<file path="config.mk">
export PLATFORM = sky130hd
export DESIGN_NAME = usb_otg_status_power_control
export DESIGN_NICKNAME = d
export VERILOG_FILES = /design/src/shared/otg_pkg.sv /design/src/core/usb_otg_status_power_control.sv
export SDC_FILE = /design/constraint.sdc
export NUM_CORES = 1
export LEC_CHECK = 0
export BUFFER_PORTS_ARGS = -buffer_cell sky130_fd_sc_hd__buf_2
export CORE_MARGIN = 10
export CORE_UTILIZATION = 45
export DETAILED_ROUTE_END_ITERATION = 6
export GPL_TIMING_DRIVEN = 1
export PLACE_DENSITY_LB_ADDON = 0.12
export REMOVE_ABC_BUFFERS = 1
export SLEW_MARGIN = 15
export SYNTH_ARGS = -nofsm -noshare
export SYNTH_HDL_FRONTEND = slang
export SYNTH_SLANG_ARGS = --single-unit
</file>
<file path="constraint.sdc">
create_clock -name pclk -period 2.2 [get_ports pclk]
set_input_delay 0.44 -clock pclk [delete_from_list [all_inputs] [get_ports pclk]]
set_output_delay 0.44 -clock pclk [all_outputs]
set_load 0.01 [all_outputs]
</file>
<file path="src/shared/otg_pkg.sv">
package otg_pkg;

    // ==========================================================
    // Register map (byte addresses)
    localparam logic [7:0] ADDR_STATUS  = 8'h00;
    localparam logic [7:0] ADDR_CONTROL = 8'h04;
    localparam logic [7:0] ADDR_POWER   = 8'h08;
    localparam logic [7:0] ADDR_FLAGS   = 8'h0c;

    // ==========================================================
    // Status fields
    localparam int ST_ID      = 7;
    localparam int ST_LSTABLE = 5;
    localparam int ST_SESSION = 3;
    localparam int ST_B_END   = 2;
    localparam int ST_A_VALID = 0;

    // ==========================================================
    // Control fields
    localparam int CT_DP_UP   = 7;
    localparam int CT_DM_UP   = 6;
    localparam int CT_DP_DOWN = 5;
    localparam int CT_DM_DOWN = 4;
    localparam int CT_PWR_ON  = 3;
    localparam int CT_SW_PULL = 2;
    localparam int CT_CHARGE  = 1;
    localparam int CT_DISCHG  = 0;
    localparam logic [7:0] CONTROL_WMASK = 8'hff;

    // ==========================================================
    // Power fields
    localparam int PW_PENDING = 7;
    localparam int PW_GUARD   = 4;
    localparam int PW_BUSY    = 3;
    localparam int PW_SUSPEND = 1;
    localparam int PW_ENABLE  = 0;
    localparam logic [7:0] POWER_WMASK = 8'h13;

    // ==========================================================
    // Change flags (write one to clear)
    localparam int FL_ID      = 7;
    localparam int FL_LINE    = 5;
    localparam int FL_ACT     = 4;
    localparam int FL_SESSION = 3;
    localparam int FL_B_END   = 2;
    localparam int FL_A_VALID = 0;
    localparam logic [7:0] FLAGS_MASK = 8'hbd;

    localparam logic [7:0] RESET_BYTE = 8'h00;

    // Idle pin levels, so that leaving reset raises no false change flag
    localparam logic [6:0] SYNC_IDLE  = 7'h01;
    localparam logic [4:0] PREV_IDLE  = 5'h10;

    // ==========================================================
    // Timing
    localparam int CLK_HZ        = 10_000_000;
    localparam int STABLE_US     = 1000;
    localparam int STABLE_CYCLES = CLK_HZ / 1_000_000 * STABLE_US;
    localparam int CNT_W         = 14;
    localparam int BUSY_CYCLES   = 4;

    // ==========================================================
    // Pull resistor group
    typedef struct packed {
        logic dp_up;
        logic dm_up;
        logic dp_down;
        logic dm_down;
    } pulls_s;

    typedef enum logic [2:0] {
        PWR_OFF  = 3'b001,
        PWR_ON   = 3'b010,
        PWR_WIND = 3'b100
    } pwr_state_e;

endpackage

</file>
<file path="src/core/usb_otg_status_power_control.sv">
// Chosen here: the register offsets and the APB interface to the registers.
`timescale 1ns/1ps
// What this block does
// - Status bit 7 shows the synchronised ID pin level.
// - Line-stable bit set only after line state unchanged for 1 ms.
// - Session-valid bit follows the session comparator.
// - B session-end bit follows the B session-end comparator.
// - A supply-valid bit follows the A VBUS-valid comparator.
// - Unimplemented bits read zero and ignore writes.
// - Four pull resistor enable bits, read/write, reset zero.
// - Software pull control selects register bits, else hardware pulls.
// - Supply power output follows its control bit.
// - Charge output follows the charge enable bit.
// - Discharge output follows the discharge enable bit.
// - Activity-pending bit shows detected but unsignalled bus activity.
// - Sleep guard blocks sleep on activity or pending notification.
// - Busy bit high while active or not yet ready to re-enable.
// - Suspend gates the USB clock and lowers transceiver power.
// - Power enable low holds outputs except sleep_block inactive and releases pins.
// - Line change flag set when stable state differs from last.
// - Change flags set by hardware, cleared by writing one.
module usb_otg_status_power_control
    import otg_pkg::*;
(
    // APB
    input  wire logic        pclk,
    input  wire logic        presetn,
    input  wire logic        psel,
    input  wire logic        penable,
    input  wire logic        pwrite,
    input  wire logic [7:0]  paddr,
    input  wire logic [31:0] pwdata,
    output logic      [31:0] prdata,
    output logic             pready,
    output logic             pslverr,
    // Pins and comparators
    input  wire logic        id_pin,
    input  wire logic        se0_level,
    input  wire logic        j_level_indicator,
    input  wire logic        session_cmp,
    input  wire logic        b_end_cmp,
    input  wire logic        a_valid_cmp,
    input  wire logic        bus_activity,
    // Module side
    input  wire pulls_s      hw_pulls,
    input  wire logic        module_active,
    input  wire logic        activity_irq_taken,
    // Outputs
    output pulls_s           pulls,
    output logic             supply_power_on,
    output logic             supply_charge_out,
    output logic             supply_discharge_out,
    output logic             usb_clock_gate_n,
    output logic             xcvr_low_power,
    output logic             pins_owned,
    output logic             analog_enable,
    output logic             sleep_block
);

    // ==========================================================
    // Input synchronisers
    localparam int NSYNC = 7;
    logic [NSYNC-1:0] raw_in;
    logic [NSYNC-1:0] s1_q;
    logic [NSYNC-1:0] s2_q;
    assign raw_in = {bus_activity, a_valid_cmp, b_end_cmp, session_cmp,
                     j_level_indicator, se0_level, id_pin};

    always_ff @(posedge pclk or negedge presetn) begin
        if (!presetn) begin
            s1_q <= SYNC_IDLE;
            s2_q <= SYNC_IDLE;
        end else begin
            s1_q <= raw_in;
            s2_q <= s1_q;
        end
    end

    logic id_s, se0_s, j_s, ses_s, bend_s, aval_s, act_s;
    assign {act_s, aval_s, bend_s, ses_s, j_s, se0_s, id_s} = s2_q;

    // ==========================================================
    // Registers
    logic [7:0] control_q, control_d;
    logic [7:0] power_q, power_d;
    logic [7:0] flags_q, flags_d;
    logic [1:0] line_q, line_d;
    logic [1:0] stable_line_q, stable_line_d;
    logic [CNT_W-1:0] cnt_q, cnt_d;
    logic       stable_q, stable_d;
    logic       pending_q, pending_d;
    logic [4:0] prev_q, prev_d;
    logic [2:0] busy_cnt_q, busy_cnt_d;
    pwr_state_e pstate_q, pstate_d;

    logic wr_en;
    logic [7:0] wbyte;
    assign wr_en = psel && penable && pwrite;
    assign wbyte = pwdata[7:0];

    function automatic logic hit(input logic [7:0] a, input logic [7:0] r);
        hit = (a == r);
    endfunction

    // ==========================================================
    // Next state
    logic [4:0]  cur_ind;
    logic [1:0]  line_now;
    logic [7:0]  set_ev;
    logic [7:0]  clr_ev;
    assign cur_ind  = {id_s, ses_s, bend_s, aval_s, 1'b0};
    assign line_now = {se0_s, j_s};

    always_comb begin
        control_d     = control_q;
        power_d       = power_q;
        line_d        = line_now;
        stable_line_d = stable_line_q;
        cnt_d         = cnt_q;
        stable_d      = stable_q;
        pending_d     = pending_q;
        prev_d        = cur_ind;
        busy_cnt_d    = busy_cnt_q;
        pstate_d      = pstate_q;
        set_ev        = 8'h00;
        clr_ev        = 8'h00;
        if (wr_en && hit(paddr, ADDR_CONTROL))
            control_d = wbyte & CONTROL_WMASK;
        if (wr_en && hit(paddr, ADDR_POWER))
            power_d = wbyte & POWER_WMASK;
        if (wr_en && hit(paddr, ADDR_FLAGS))
            clr_ev = wbyte & FLAGS_MASK;
        if (line_now != line_q) begin
            cnt_d    = '0;
            stable_d = 1'b0;
        end else if (32'(cnt_q) < STABLE_CYCLES - 1) begin
            cnt_d = cnt_q + CNT_W'(1);
        end else if (!stable_q) begin
            stable_d = 1'b1;
            stable_line_d = line_now;
            if (line_now != stable_line_q)
                set_ev[FL_LINE] = 1'b1;
        end
        set_ev[FL_ID]      = cur_ind[4] ^ prev_q[4];
        set_ev[FL_SESSION] = cur_ind[3] ^ prev_q[3];
        set_ev[FL_B_END]   = cur_ind[2] ^ prev_q[2];
        set_ev[FL_A_VALID] = cur_ind[1] ^ prev_q[1];
        set_ev[FL_ACT]     = act_s;
        // Activity stays pending until the interrupt logic takes it
        if (act_s)
            pending_d = 1'b1;
        else if (activity_irq_taken)
            pending_d = 1'b0;
        case (pstate_q)
            PWR_OFF:  if (power_q[PW_ENABLE]) pstate_d = PWR_ON;
            PWR_ON: begin
                if (!power_q[PW_ENABLE]) begin
                    pstate_d   = PWR_WIND;
                    busy_cnt_d = 3'(BUSY_CYCLES);
                end
            end
            PWR_WIND: begin
                if (busy_cnt_q != 3'h0)
                    busy_cnt_d = busy_cnt_q - 3'h1;
                else if (!module_active)
                    pstate_d = PWR_OFF;
            end
            default: pstate_d = PWR_OFF;
        endcase
        // Set wins over a clear in the same cycle
        flags_d = ((flags_q & ~clr_ev) | set_ev) & FLAGS_MASK;
    end

    always_ff @(posedge pclk or negedge presetn) begin
        if (!presetn) begin
            control_q     <= RESET_BYTE;
            power_q       <= RESET_BYTE;
            flags_q       <= RESET_BYTE;
            line_q        <= 2'h0;
            stable_line_q <= 2'h0;
            cnt_q         <= '0;
            stable_q      <= 1'b0;
            pending_q     <= 1'b0;
            prev_q        <= PREV_IDLE;
            busy_cnt_q    <= 3'h0;
            pstate_q      <= PWR_OFF;
        end else begin
            control_q     <= control_d;
            power_q       <= power_d;
            flags_q       <= flags_d;
            line_q        <= line_d;
            stable_line_q <= stable_line_d;
            cnt_q         <= cnt_d;
            stable_q      <= stable_d;
            pending_q     <= pending_d;
            prev_q        <= prev_d;
            busy_cnt_q    <= busy_cnt_d;
            pstate_q      <= pstate_d;
        end
    end

    // ==========================================================
    // Readback
    logic       busy;
    logic       en;
    logic [7:0] status_byte;
    logic [7:0] power_byte;
    assign busy = (pstate_q != PWR_OFF) || module_active;
    assign en   = power_q[PW_ENABLE];

    always_comb begin
        status_byte = 8'h00;
        status_byte[ST_ID]      = id_s;
        status_byte[ST_LSTABLE] = stable_q;
        status_byte[ST_SESSION] = ses_s;
        status_byte[ST_B_END]   = bend_s;
        status_byte[ST_A_VALID] = aval_s;
        power_byte = power_q & POWER_WMASK;
        power_byte[PW_PENDING] = pending_q;
        power_byte[PW_BUSY]    = busy;
        prdata = 32'h0000_0000;
        if (psel && !pwrite) begin
            case (paddr)
                ADDR_STATUS:  prdata = {24'h0, status_byte};
                ADDR_CONTROL: prdata = {24'h0, control_q};
                ADDR_POWER:   prdata = {24'h0, power_byte};
                ADDR_FLAGS:   prdata = {24'h0, flags_q};
                default:      prdata = 32'h0000_0000;
            endcase
        end
    end

    assign pready  = 1'b1;
    assign pslverr = psel && penable && !(hit(paddr, ADDR_STATUS) ||
                     hit(paddr, ADDR_CONTROL) || hit(paddr, ADDR_POWER) ||
                     hit(paddr, ADDR_FLAGS));

    // ==========================================================
    // Outputs
    pulls_s sw_pulls;
    assign sw_pulls = control_q[CT_DP_UP:CT_DM_DOWN];
    assign pulls = !en ? pulls_s'(4'h0) :
                   control_q[CT_SW_PULL] ? sw_pulls : hw_pulls;
    assign supply_power_on      = en && control_q[CT_PWR_ON];
    assign supply_charge_out    = en && control_q[CT_CHARGE];
    assign supply_discharge_out = en && control_q[CT_DISCHG];
    assign usb_clock_gate_n     = en && !power_q[PW_SUSPEND];
    assign xcvr_low_power       = !en || power_q[PW_SUSPEND];
    assign pins_owned           = en;
    assign analog_enable        = en;
    assign sleep_block = power_q[PW_GUARD] && (act_s || pending_q);

    // ==========================================================
    // Checks
    property p_stable_needs_window;
        @(posedge pclk) disable iff (!presetn)
        $rose(stable_q) |-> $past(line_q) == line_q && 32'(cnt_q) == STABLE_CYCLES - 1;
    endproperty
    a_stable_needs_window: assert property (p_stable_needs_window)
        else $error("line stable set without a full window");

    property p_change_restarts;
        @(posedge pclk) disable iff (!presetn)
        (line_now != line_q) |=> (cnt_q == '0 && !stable_q);
    endproperty
    a_change_restarts: assert property (p_change_restarts)
        else $error("line change did not restart the counter");

    property p_id_status;
        @(posedge pclk) disable iff (!presetn)
        $changed(id_pin) |-> ##2 (status_byte[ST_ID] == $past(id_pin, 2));
    endproperty
    a_id_status: assert property (p_id_status)
        else $error("id status does not follow pin");

    property p_flag_set_wins;
        @(posedge pclk) disable iff (!presetn)
        set_ev[FL_ID] |=> flags_q[FL_ID];
    endproperty
    a_flag_set_wins: assert property (p_flag_set_wins)
        else $error("id change flag lost");

    property p_flag_w1c;
        @(posedge pclk) disable iff (!presetn)
        (wr_en && hit(paddr, ADDR_FLAGS) && wbyte[FL_LINE] && !set_ev[FL_LINE])
            |=> !flags_q[FL_LINE];
    endproperty
    a_flag_w1c: assert property (p_flag_w1c)
        else $error("line flag not cleared by write one");

    property p_line_flag;
        @(posedge pclk) disable iff (!presetn)
        $rose(stable_q) && (stable_line_q != $past(stable_line_q)) |-> flags_q[FL_LINE];
    endproperty
    a_line_flag: assert property (p_line_flag)
        else $error("line change flag missing");

    property p_power_off_quiet;
        @(posedge pclk) disable iff (!presetn)
        !en |-> (pulls == 4'h0 && !supply_power_on && !pins_owned && !supply_charge_out);
    endproperty
    a_power_off_quiet: assert property (p_power_off_quiet)
        else $error("outputs active while disabled");

    property p_disable_busy;
        @(posedge pclk) disable iff (!presetn)
        (pstate_q == PWR_ON && !en) |=> busy [*4];
    endproperty
    a_disable_busy: assert property (p_disable_busy)
        else $error("busy dropped too soon after disable");

    property p_sw_pulls;
        @(posedge pclk) disable iff (!presetn)
        (en && control_q[CT_SW_PULL]) |-> pulls == control_q[7:4];
    endproperty
    a_sw_pulls: assert property (p_sw_pulls)
        else $error("pulls not under software control");

    property p_guard;
        @(posedge pclk) disable iff (!presetn)
        (!power_q[PW_GUARD]) |-> !sleep_block;
    endproperty
    a_guard: assert property (p_guard)
        else $error("sleep blocked without guard");

endmodule

</file>
==> results of run 1 <==
==> report_power, final <==
group,switching (mW),internal [mW]
sequential,0.0197,1.15
combinational,0.0969,0.0641
clock,0.471,0.758
==> cell families (layout without fill, tap and decap cells) <==
| kind of cell | after synthesis | in the layout | synth area share [%] |
|---|---|---|---|
| AND/OR/NAND/NOR | 85 | 85 | 16.54 |
| AO/OA/AOI/OAI | 50 | 50 | 10.91 |
| other | 2 | 25 | 0.2452 |
| XOR/XNOR | 10 | 10 | 2.859 |
| flip-flops | 61 | 61 | 50.00 |
| multiplexers | 23 | 23 | 9.314 |
| adder cells (fa/ha/maj) | 3 | 3 | 1.226 |
| buffers and inverters | 44 | 93 | 8.906 |
==> placed cells by master (no fill, tap or decap), types with 7 or more instances in the layout <==
master and count:
nand3_1 7, nor2b_1 7, a21oi_1 17, conb_1 25
inv_1 7, buf_2 54, mux2_2 14, dfrtp_1 57
a21o_1 8, clkbuf_8 9, or4_1 8, nand2_1 15
buf_4 15, o31ai_1 7, nor2_1 12
==> critical path, stage by stage, from the launching register on <==
cell and delay, ns:
dfstp_2 0.54, inv_2 0.03, or4_1 0.39, mux4_2 0.46, nor2b_1 0.14, buf_2 0.13
==> worst max-delay path by stage <==
| stage | start | to | cells past startpoint |
|---|---|---|---|
| after floorplan | pstate_q[0] | prdata[3] | 4 |
| after global placement | pstate_q[0] | prdata[3] | 5 |
| after detailed placement | pstate_q[0] | prdata[3] | 5 |
| after CTS | pstate_q[0] | prdata[3] | 5 |
| after global routing | pstate_q[0] | prdata[3] | 5 |
| final | pstate_q[0] | prdata[3] | 5 |
==> registers in the layout (all words and copies together) (netlist names) <==
| name | flops |
|---|---|
| cnt_q | 14 |
| control_q | 8 |
| s1_q | 7 |
| s2_q | 7 |
| flags_q | 6 |
| prev_q | 4 |
| busy_cnt_q | 3 |
| power_q | 3 |
| pstate_q | 3 |
| line_q | 2 |
| stable_line_q | 2 |
| pending_q | 1 |
| stable_q | 1 |
==> stage by stage <==
stage	hold slack [ns]	TNS, ns	worst slack (ns)
global placement	0.3326	0	0.01794
CTS	0.05893	-0.3037	-0.3037
finish	0.04998	-0.2750	-0.2750
floorplan	0.1444	0	0.07358
global route	0.07795	-0.3532	-0.3532
detailed placement	0.3347	0	0.005375
==> repair_timing <==
action	CTS	global route
endpoints found under the setup margin	1	1
buffers inserted	1	0
resized for setup	1	0
pin swaps	1	0
==> layer usage <==
metal	up-vias	GRT usage, %	part of all wire [%]
met1	1096	14.93	42
met5	-	0	0
li1	1072	-	-
met4	0	5.640	1.7
met2	58	20.61	49
met3	12	3.820	7.5
==> cell type report <==
cell class                      instances  area, µm²  area share, %
Sequential cell                        61       1531          42.11
Multi-Input combinational cell        196       1345          36.98
Clock inverter                          7      123.9          3.406
Clock buffer                            9      123.9          3.406
Tap cell                               80      100.1          2.752
Inverter                                8      30.03         0.8256
Timing Repair Buffer                   69      382.9          10.53
==> Yosys cell counts, drive strengths merged, types with 2 or more instances <==
| master | count |
|---|---|
| and2 | 4 |
| conb | 2 |
| or3b | 2 |
| nor2b | 7 |
| nor2 | 12 |
| dfrtp | 57 |
| or3 | 2 |
| xor2 | 6 |
| dfstp | 4 |
| nand2b | 3 |
| ha | 3 |
| o21ai | 6 |
| nor4 | 4 |
| mux2 | 14 |
| mux2i | 6 |
| and3 | 6 |
| or4 | 8 |
| nand4 | 6 |
| a21oi | 18 |
| xnor2 | 4 |
| o21a | 4 |
| o31ai | 7 |
| nand3 | 7 |
| nor3 | 2 |
| nand2 | 15 |
| buf | 29 |
| inv | 8 |
| clkbuf | 7 |
| a21o | 8 |
| nor3b | 2 |
| a22oi | 2 |
| mux4 | 3 |
==> flow_metrics.tcl, run 1 <==
set metrics [dict create \
    outcome "finished with violations" \
    violations "negative setup slack" \
    antenna_found_initial 0 \
    power_per_cell_area_nw_per_um2 703.9 \
    power.static_leakage_nw 1.688 \
    grt_first_pass_wirelength_mm 10.45 \
    ys_dominant_reg_cell "dfrtp_1" \
    synth_enable_flop_cells 0 \
    grt_start_max_net_pins 25 \
    ys_types 48 \
    drt_first_iter_violations 76 \
    cell_area_placed_um2 3382 \
    maxCapViolations 0 \
    globalplace.congestion 0.8266 \
    number_of_nets_in_the_layout 406 \
    clock_tree_from_tritoncts "built" \
    antenna_left 0 \
    synth_area_leader_cell "dfrtp_1" \
    postSynthCellCount 278 \
    die_height_um 102.5 \
    worst_clock_skew_ns 0.006042 \
    routed_len_inst_um 15.43 \
    timing_worst_setup_path_type "reg -> out" \
    timing.critical_path.to_type "output port" \
    cts_htree_levels 3 \
    hold_class "in -> async" \
    hold_viol_final 0 \
    synth_top_cell_area_share_pct 46.57 \
    die-width_um 102.5 \
    worst_ep_arrival_time_ns 2.03 \
    boundaryPins 104 \
    core_area_um2 6719 \
    vias_after_detailed_routing 2238 \
    rsz0062_at_grt "true" \
    final_area_um2 3637 \
    final.setup.worst_slack_ns -0.2750 \
    startpoint_type "register" \
    fillers 615 \
    reg2reg_depth 5 \
    die-area_um2 10510 \
    ys_ff_latch 61 \
    starting_density_of_the_core_pct 45.59 \
    grt_overflow_total 0 \
    start_of_the_worst_register_to_register_path "cnt_q[0]" \
    async_reset_ff_share_pct 100.0 \
    timing.final.setup_violations 1 \
    clock_sinks 61 \
    detailedPlacementHpwl_mm 4.994 \
    critical_path_required_ns 1.76 \
    total_power_mw 2.560 \
    count_of_input_and_output_buffers 54 \
    detail_route.drc_violations 0 \
    first_global_vias 2240 \
    critPathMaxFanout 2 \
    antennaDiodeCount 0 \
    ctsRootBufferMaster "clkbuf_8" \
    clock_period_minus_worst_slack_ns 2.475 \
    drive_above_1_share_pct 32.86 \
    grt.total_usage_pct 12.60 \
    finalWirelength_mm 6.637 \
    maxClockFrequency_ghz 0.4040 \
    average_footprint_of_a_synthesized_cell_um2 11.02 \
    path_clk_slew_ns 0.08 \
    dr.pass1.iters 6 \
    numCtsBuffers 9 \
    regToRegSetupSlack_ns 0.34 \
    clk_latency_ns 0.34 \
    power.ir.vdd_worst_v 0.0003469 \
    synth.top_cells.by_area "dfrtp_1, buf_4, mux2_2" \
    synth_seq_area_share_pct 50.00 \
    area_growth_pct 18.75 \
    mappedNetlistArea_um2 3063 \
    stdcell_count 430 \
    floorplan.rows 30 \
    final-max-slew-violation-count 0 \
    end_of_the_worst_register_to_register_path "stable_line_q[1]" \
    cts_hold_buf 0 \
    final_min_period_over_clock_period_pct 112.5 \
    final_core_utilization_pct 54.13 \
    ys.warnings.count 0 \
    post-place-cells 413 \
    clock_path_buffers 2 \
    detail_route.vias_per_cell 5.205 \
]
No activity file was read; power rests on OpenSTA's default activity.
==> run 2, diff against run 1 <==
CORE_UTILIZATION = 50   (was 45)
clock period = 2.6 ns   (was 2.2 ns; I/O delays follow)
==> flow_metrics.tcl, run 2 (synthesized netlist as in run 1, its figures left out) <==
set metrics [dict create \
    outcome "complete, no violations" \
    stdcell_count 419 \
    setup_total_negative_slack_ns 0 \
    worst_ep_arrival_time_ns 2.06 \
    total_power_mw 2.075 \
    ff_latch_area_um2 1531 \
    cts_htree_levels 3 \
    timing.critical_path.to_type "output port" \
    globalRouteMet1Util_pct 17.65 \
    worst_slew_margin_rel_pct 58.95 \
    final_min_period_over_clock_period_pct 99.27 \
    cell_area_placed_um2 3323 \
    groute.layer.met3.usage_pct 5.567 \
    layout_commonest_cell "dfrtp_1" \
    hold_viol_final 0 \
    path_clk_slew_ns 0.07 \
    grt_start_max_net_pins 29 \
    largest_register "cnt_q" \
    final-max-slew-violation-count 0 \
    final_cell_mix "dfrtp_1, buf_2, conb_1, a21oi_1, nand2_1" \
    fillers 500 \
    count_of_input_and_output_buffers 54 \
    clock_tree_from_tritoncts "built" \
    detail_route.drc_violations 0 \
    grt_overflow_total 0 \
    start_of_the_worst_register_to_register_path "cnt_q[0]" \
    critPathMaxFanout 2 \
    worstSetupStartpoint "pstate_q[0]" \
    post-place-cells 401 \
    detail_route.vias_per_cell 5.172 \
    rsz0062_at_grt "true" \
    reg2reg_depth 6 \
    detailedPlacementHpwl_mm 4.817 \
    core_area_um2 5921 \
    maxCapViolations 0 \
    multi_input_area_um2 1349 \
    antenna_left 0 \
    worst_setup_path_endpoint "prdata[3]" \
    vias_after_detailed_routing 2167 \
    die_height_um 98.27 \
    ctsRootBufferMaster "clkbuf_8" \
    reg_top3 "cnt_q (14), control_q (8)" \
    grt_first_pass_wirelength_mm 10.76 \
    post-place-ws_ns 0.2013 \
    timing.final.setup_violations 0 \
    antenna_found_initial 0 \
    regToRegSetupSlack_ns 0.68 \
    timing_worst_setup_path_type "reg -> out" \
    end_of_the_worst_register_to_register_path "cnt_q[7]" \
    first_global_vias 2167 \
    power.static_leakage_nw 1.653 \
    final_core_utilization_pct 60.25 \
    maxClockFrequency_ghz 0.3874 \
    drive_above_1_share_pct 31.69 \
    globalplace.congestion 0.8472 \
    globalRoute.busiestLayer "met2" \
    die-width_um 98.27 \
    area_growth_pct 16.46 \
    hold_class "in -> async" \
    boundaryPins 104 \
    clock_sinks 61 \
    power_per_cell_area_nw_per_um2 581.6 \
    final_area_um2 3567 \
    critical_path_required_ns 2.08 \
    clock_period_minus_worst_slack_ns 2.581 \
    startpoint_type "register" \
    largest_register_ff_count 14 \
    routed_len_inst_um 15.35 \
    clk_latency_ns 0.33 \
    antennaDiodeCount 0 \
    drt_first_iter_violations 91 \
    finalWirelength_mm 6.431 \
    number_of_nets_in_the_layout 400 \
    die-area_um2 9656 \
    starting_density_of_the_core_pct 51.73 \
    global_route.usage.met2_pct 18.98 \
    worst-slew-pin-transition_ns 0.6158 \
    dr.pass1.iters 4 \
    numCtsBuffers 9 \
    final.setup.worst_slack_ns 0.01891 \
    worst_clock_skew_ns 0.006188 \
    fin_hold_ws_ns 0.1942 \
    floorplan.rows 28 \
    power.ir.vdd_worst_v 0.0004130 \
    clock_path_buffers 2 \
    grt.total_usage_pct 13.43 \
    cts_hold_buf 0 \
]
run 2: cell types whose count changed in the layout (fill, tap and decap cells not counted):
cell        before  now
buf_4           15    9
clkinv_4         3    0
clkbuf_8         9   11
clkinv_2         0    2
bufinv_16        3    2
clkbuf_1         0    1
clkinvlp_4       1    0
or4_1            8    7
or4_4            0    1
run 2: power breakdown:
part | switching (mW) | internal (mW) | leakage [nW]
clock | 0.359 | 0.589 | 0.116
combinational | 0.0803 | 0.0551 | 0.769
sequential | 0.0175 | 0.974 | 0.768
run 2: worst max-delay path, cell delays in order, from the launching register on:
cell     delay, ns
dfstp_2       0.54
inv_2         0.04
or4_4         0.41
mux4_2        0.46
nor2b_1       0.14
buf_2         0.13
run 2: what timing repair did:
action,4_1_cts,5_1_grt
buffers inserted,2,0
endpoints found under the setup margin,1,1
gates resized for setup,2,0
pin swaps,1,0
run 2: cell type report:
class | count | share of cell area (%)
sequential | 61 | 42.93
multi-input combinational | 196 | 37.81
timing repair buffer | 63 | 9.470
clock buffer | 12 | 4.349
tap | 75 | 2.631
clock inverter | 4 | 1.964
inverter | 8 | 0.8418
run 2: worst min path at each step:
stage             from       endpoint  slack, ns  depth (start not counted)
3_5_place_dp   s1_q[5]        s2_q[5]       0.33                          0
4_1_cts        presetn     power_q[1]       0.21                          1
3_3_place_gp   s1_q[1]        s2_q[1]       0.33                          0
6_report       presetn       cnt_q[8]       0.19                          1
5_1_grt        presetn        s2_q[5]       0.25                          1
2_1_floorplan  presetn  busy_cnt_q[0]       0.22                          0
run 2: layer usage:
layer / up-vias / share of wire [%]
met4: 0 / 1.6
met2: 70 / 42
met3: 10 / 8.4
li1: 1064 / -
met5: - / 0
met1: 1023 / 48
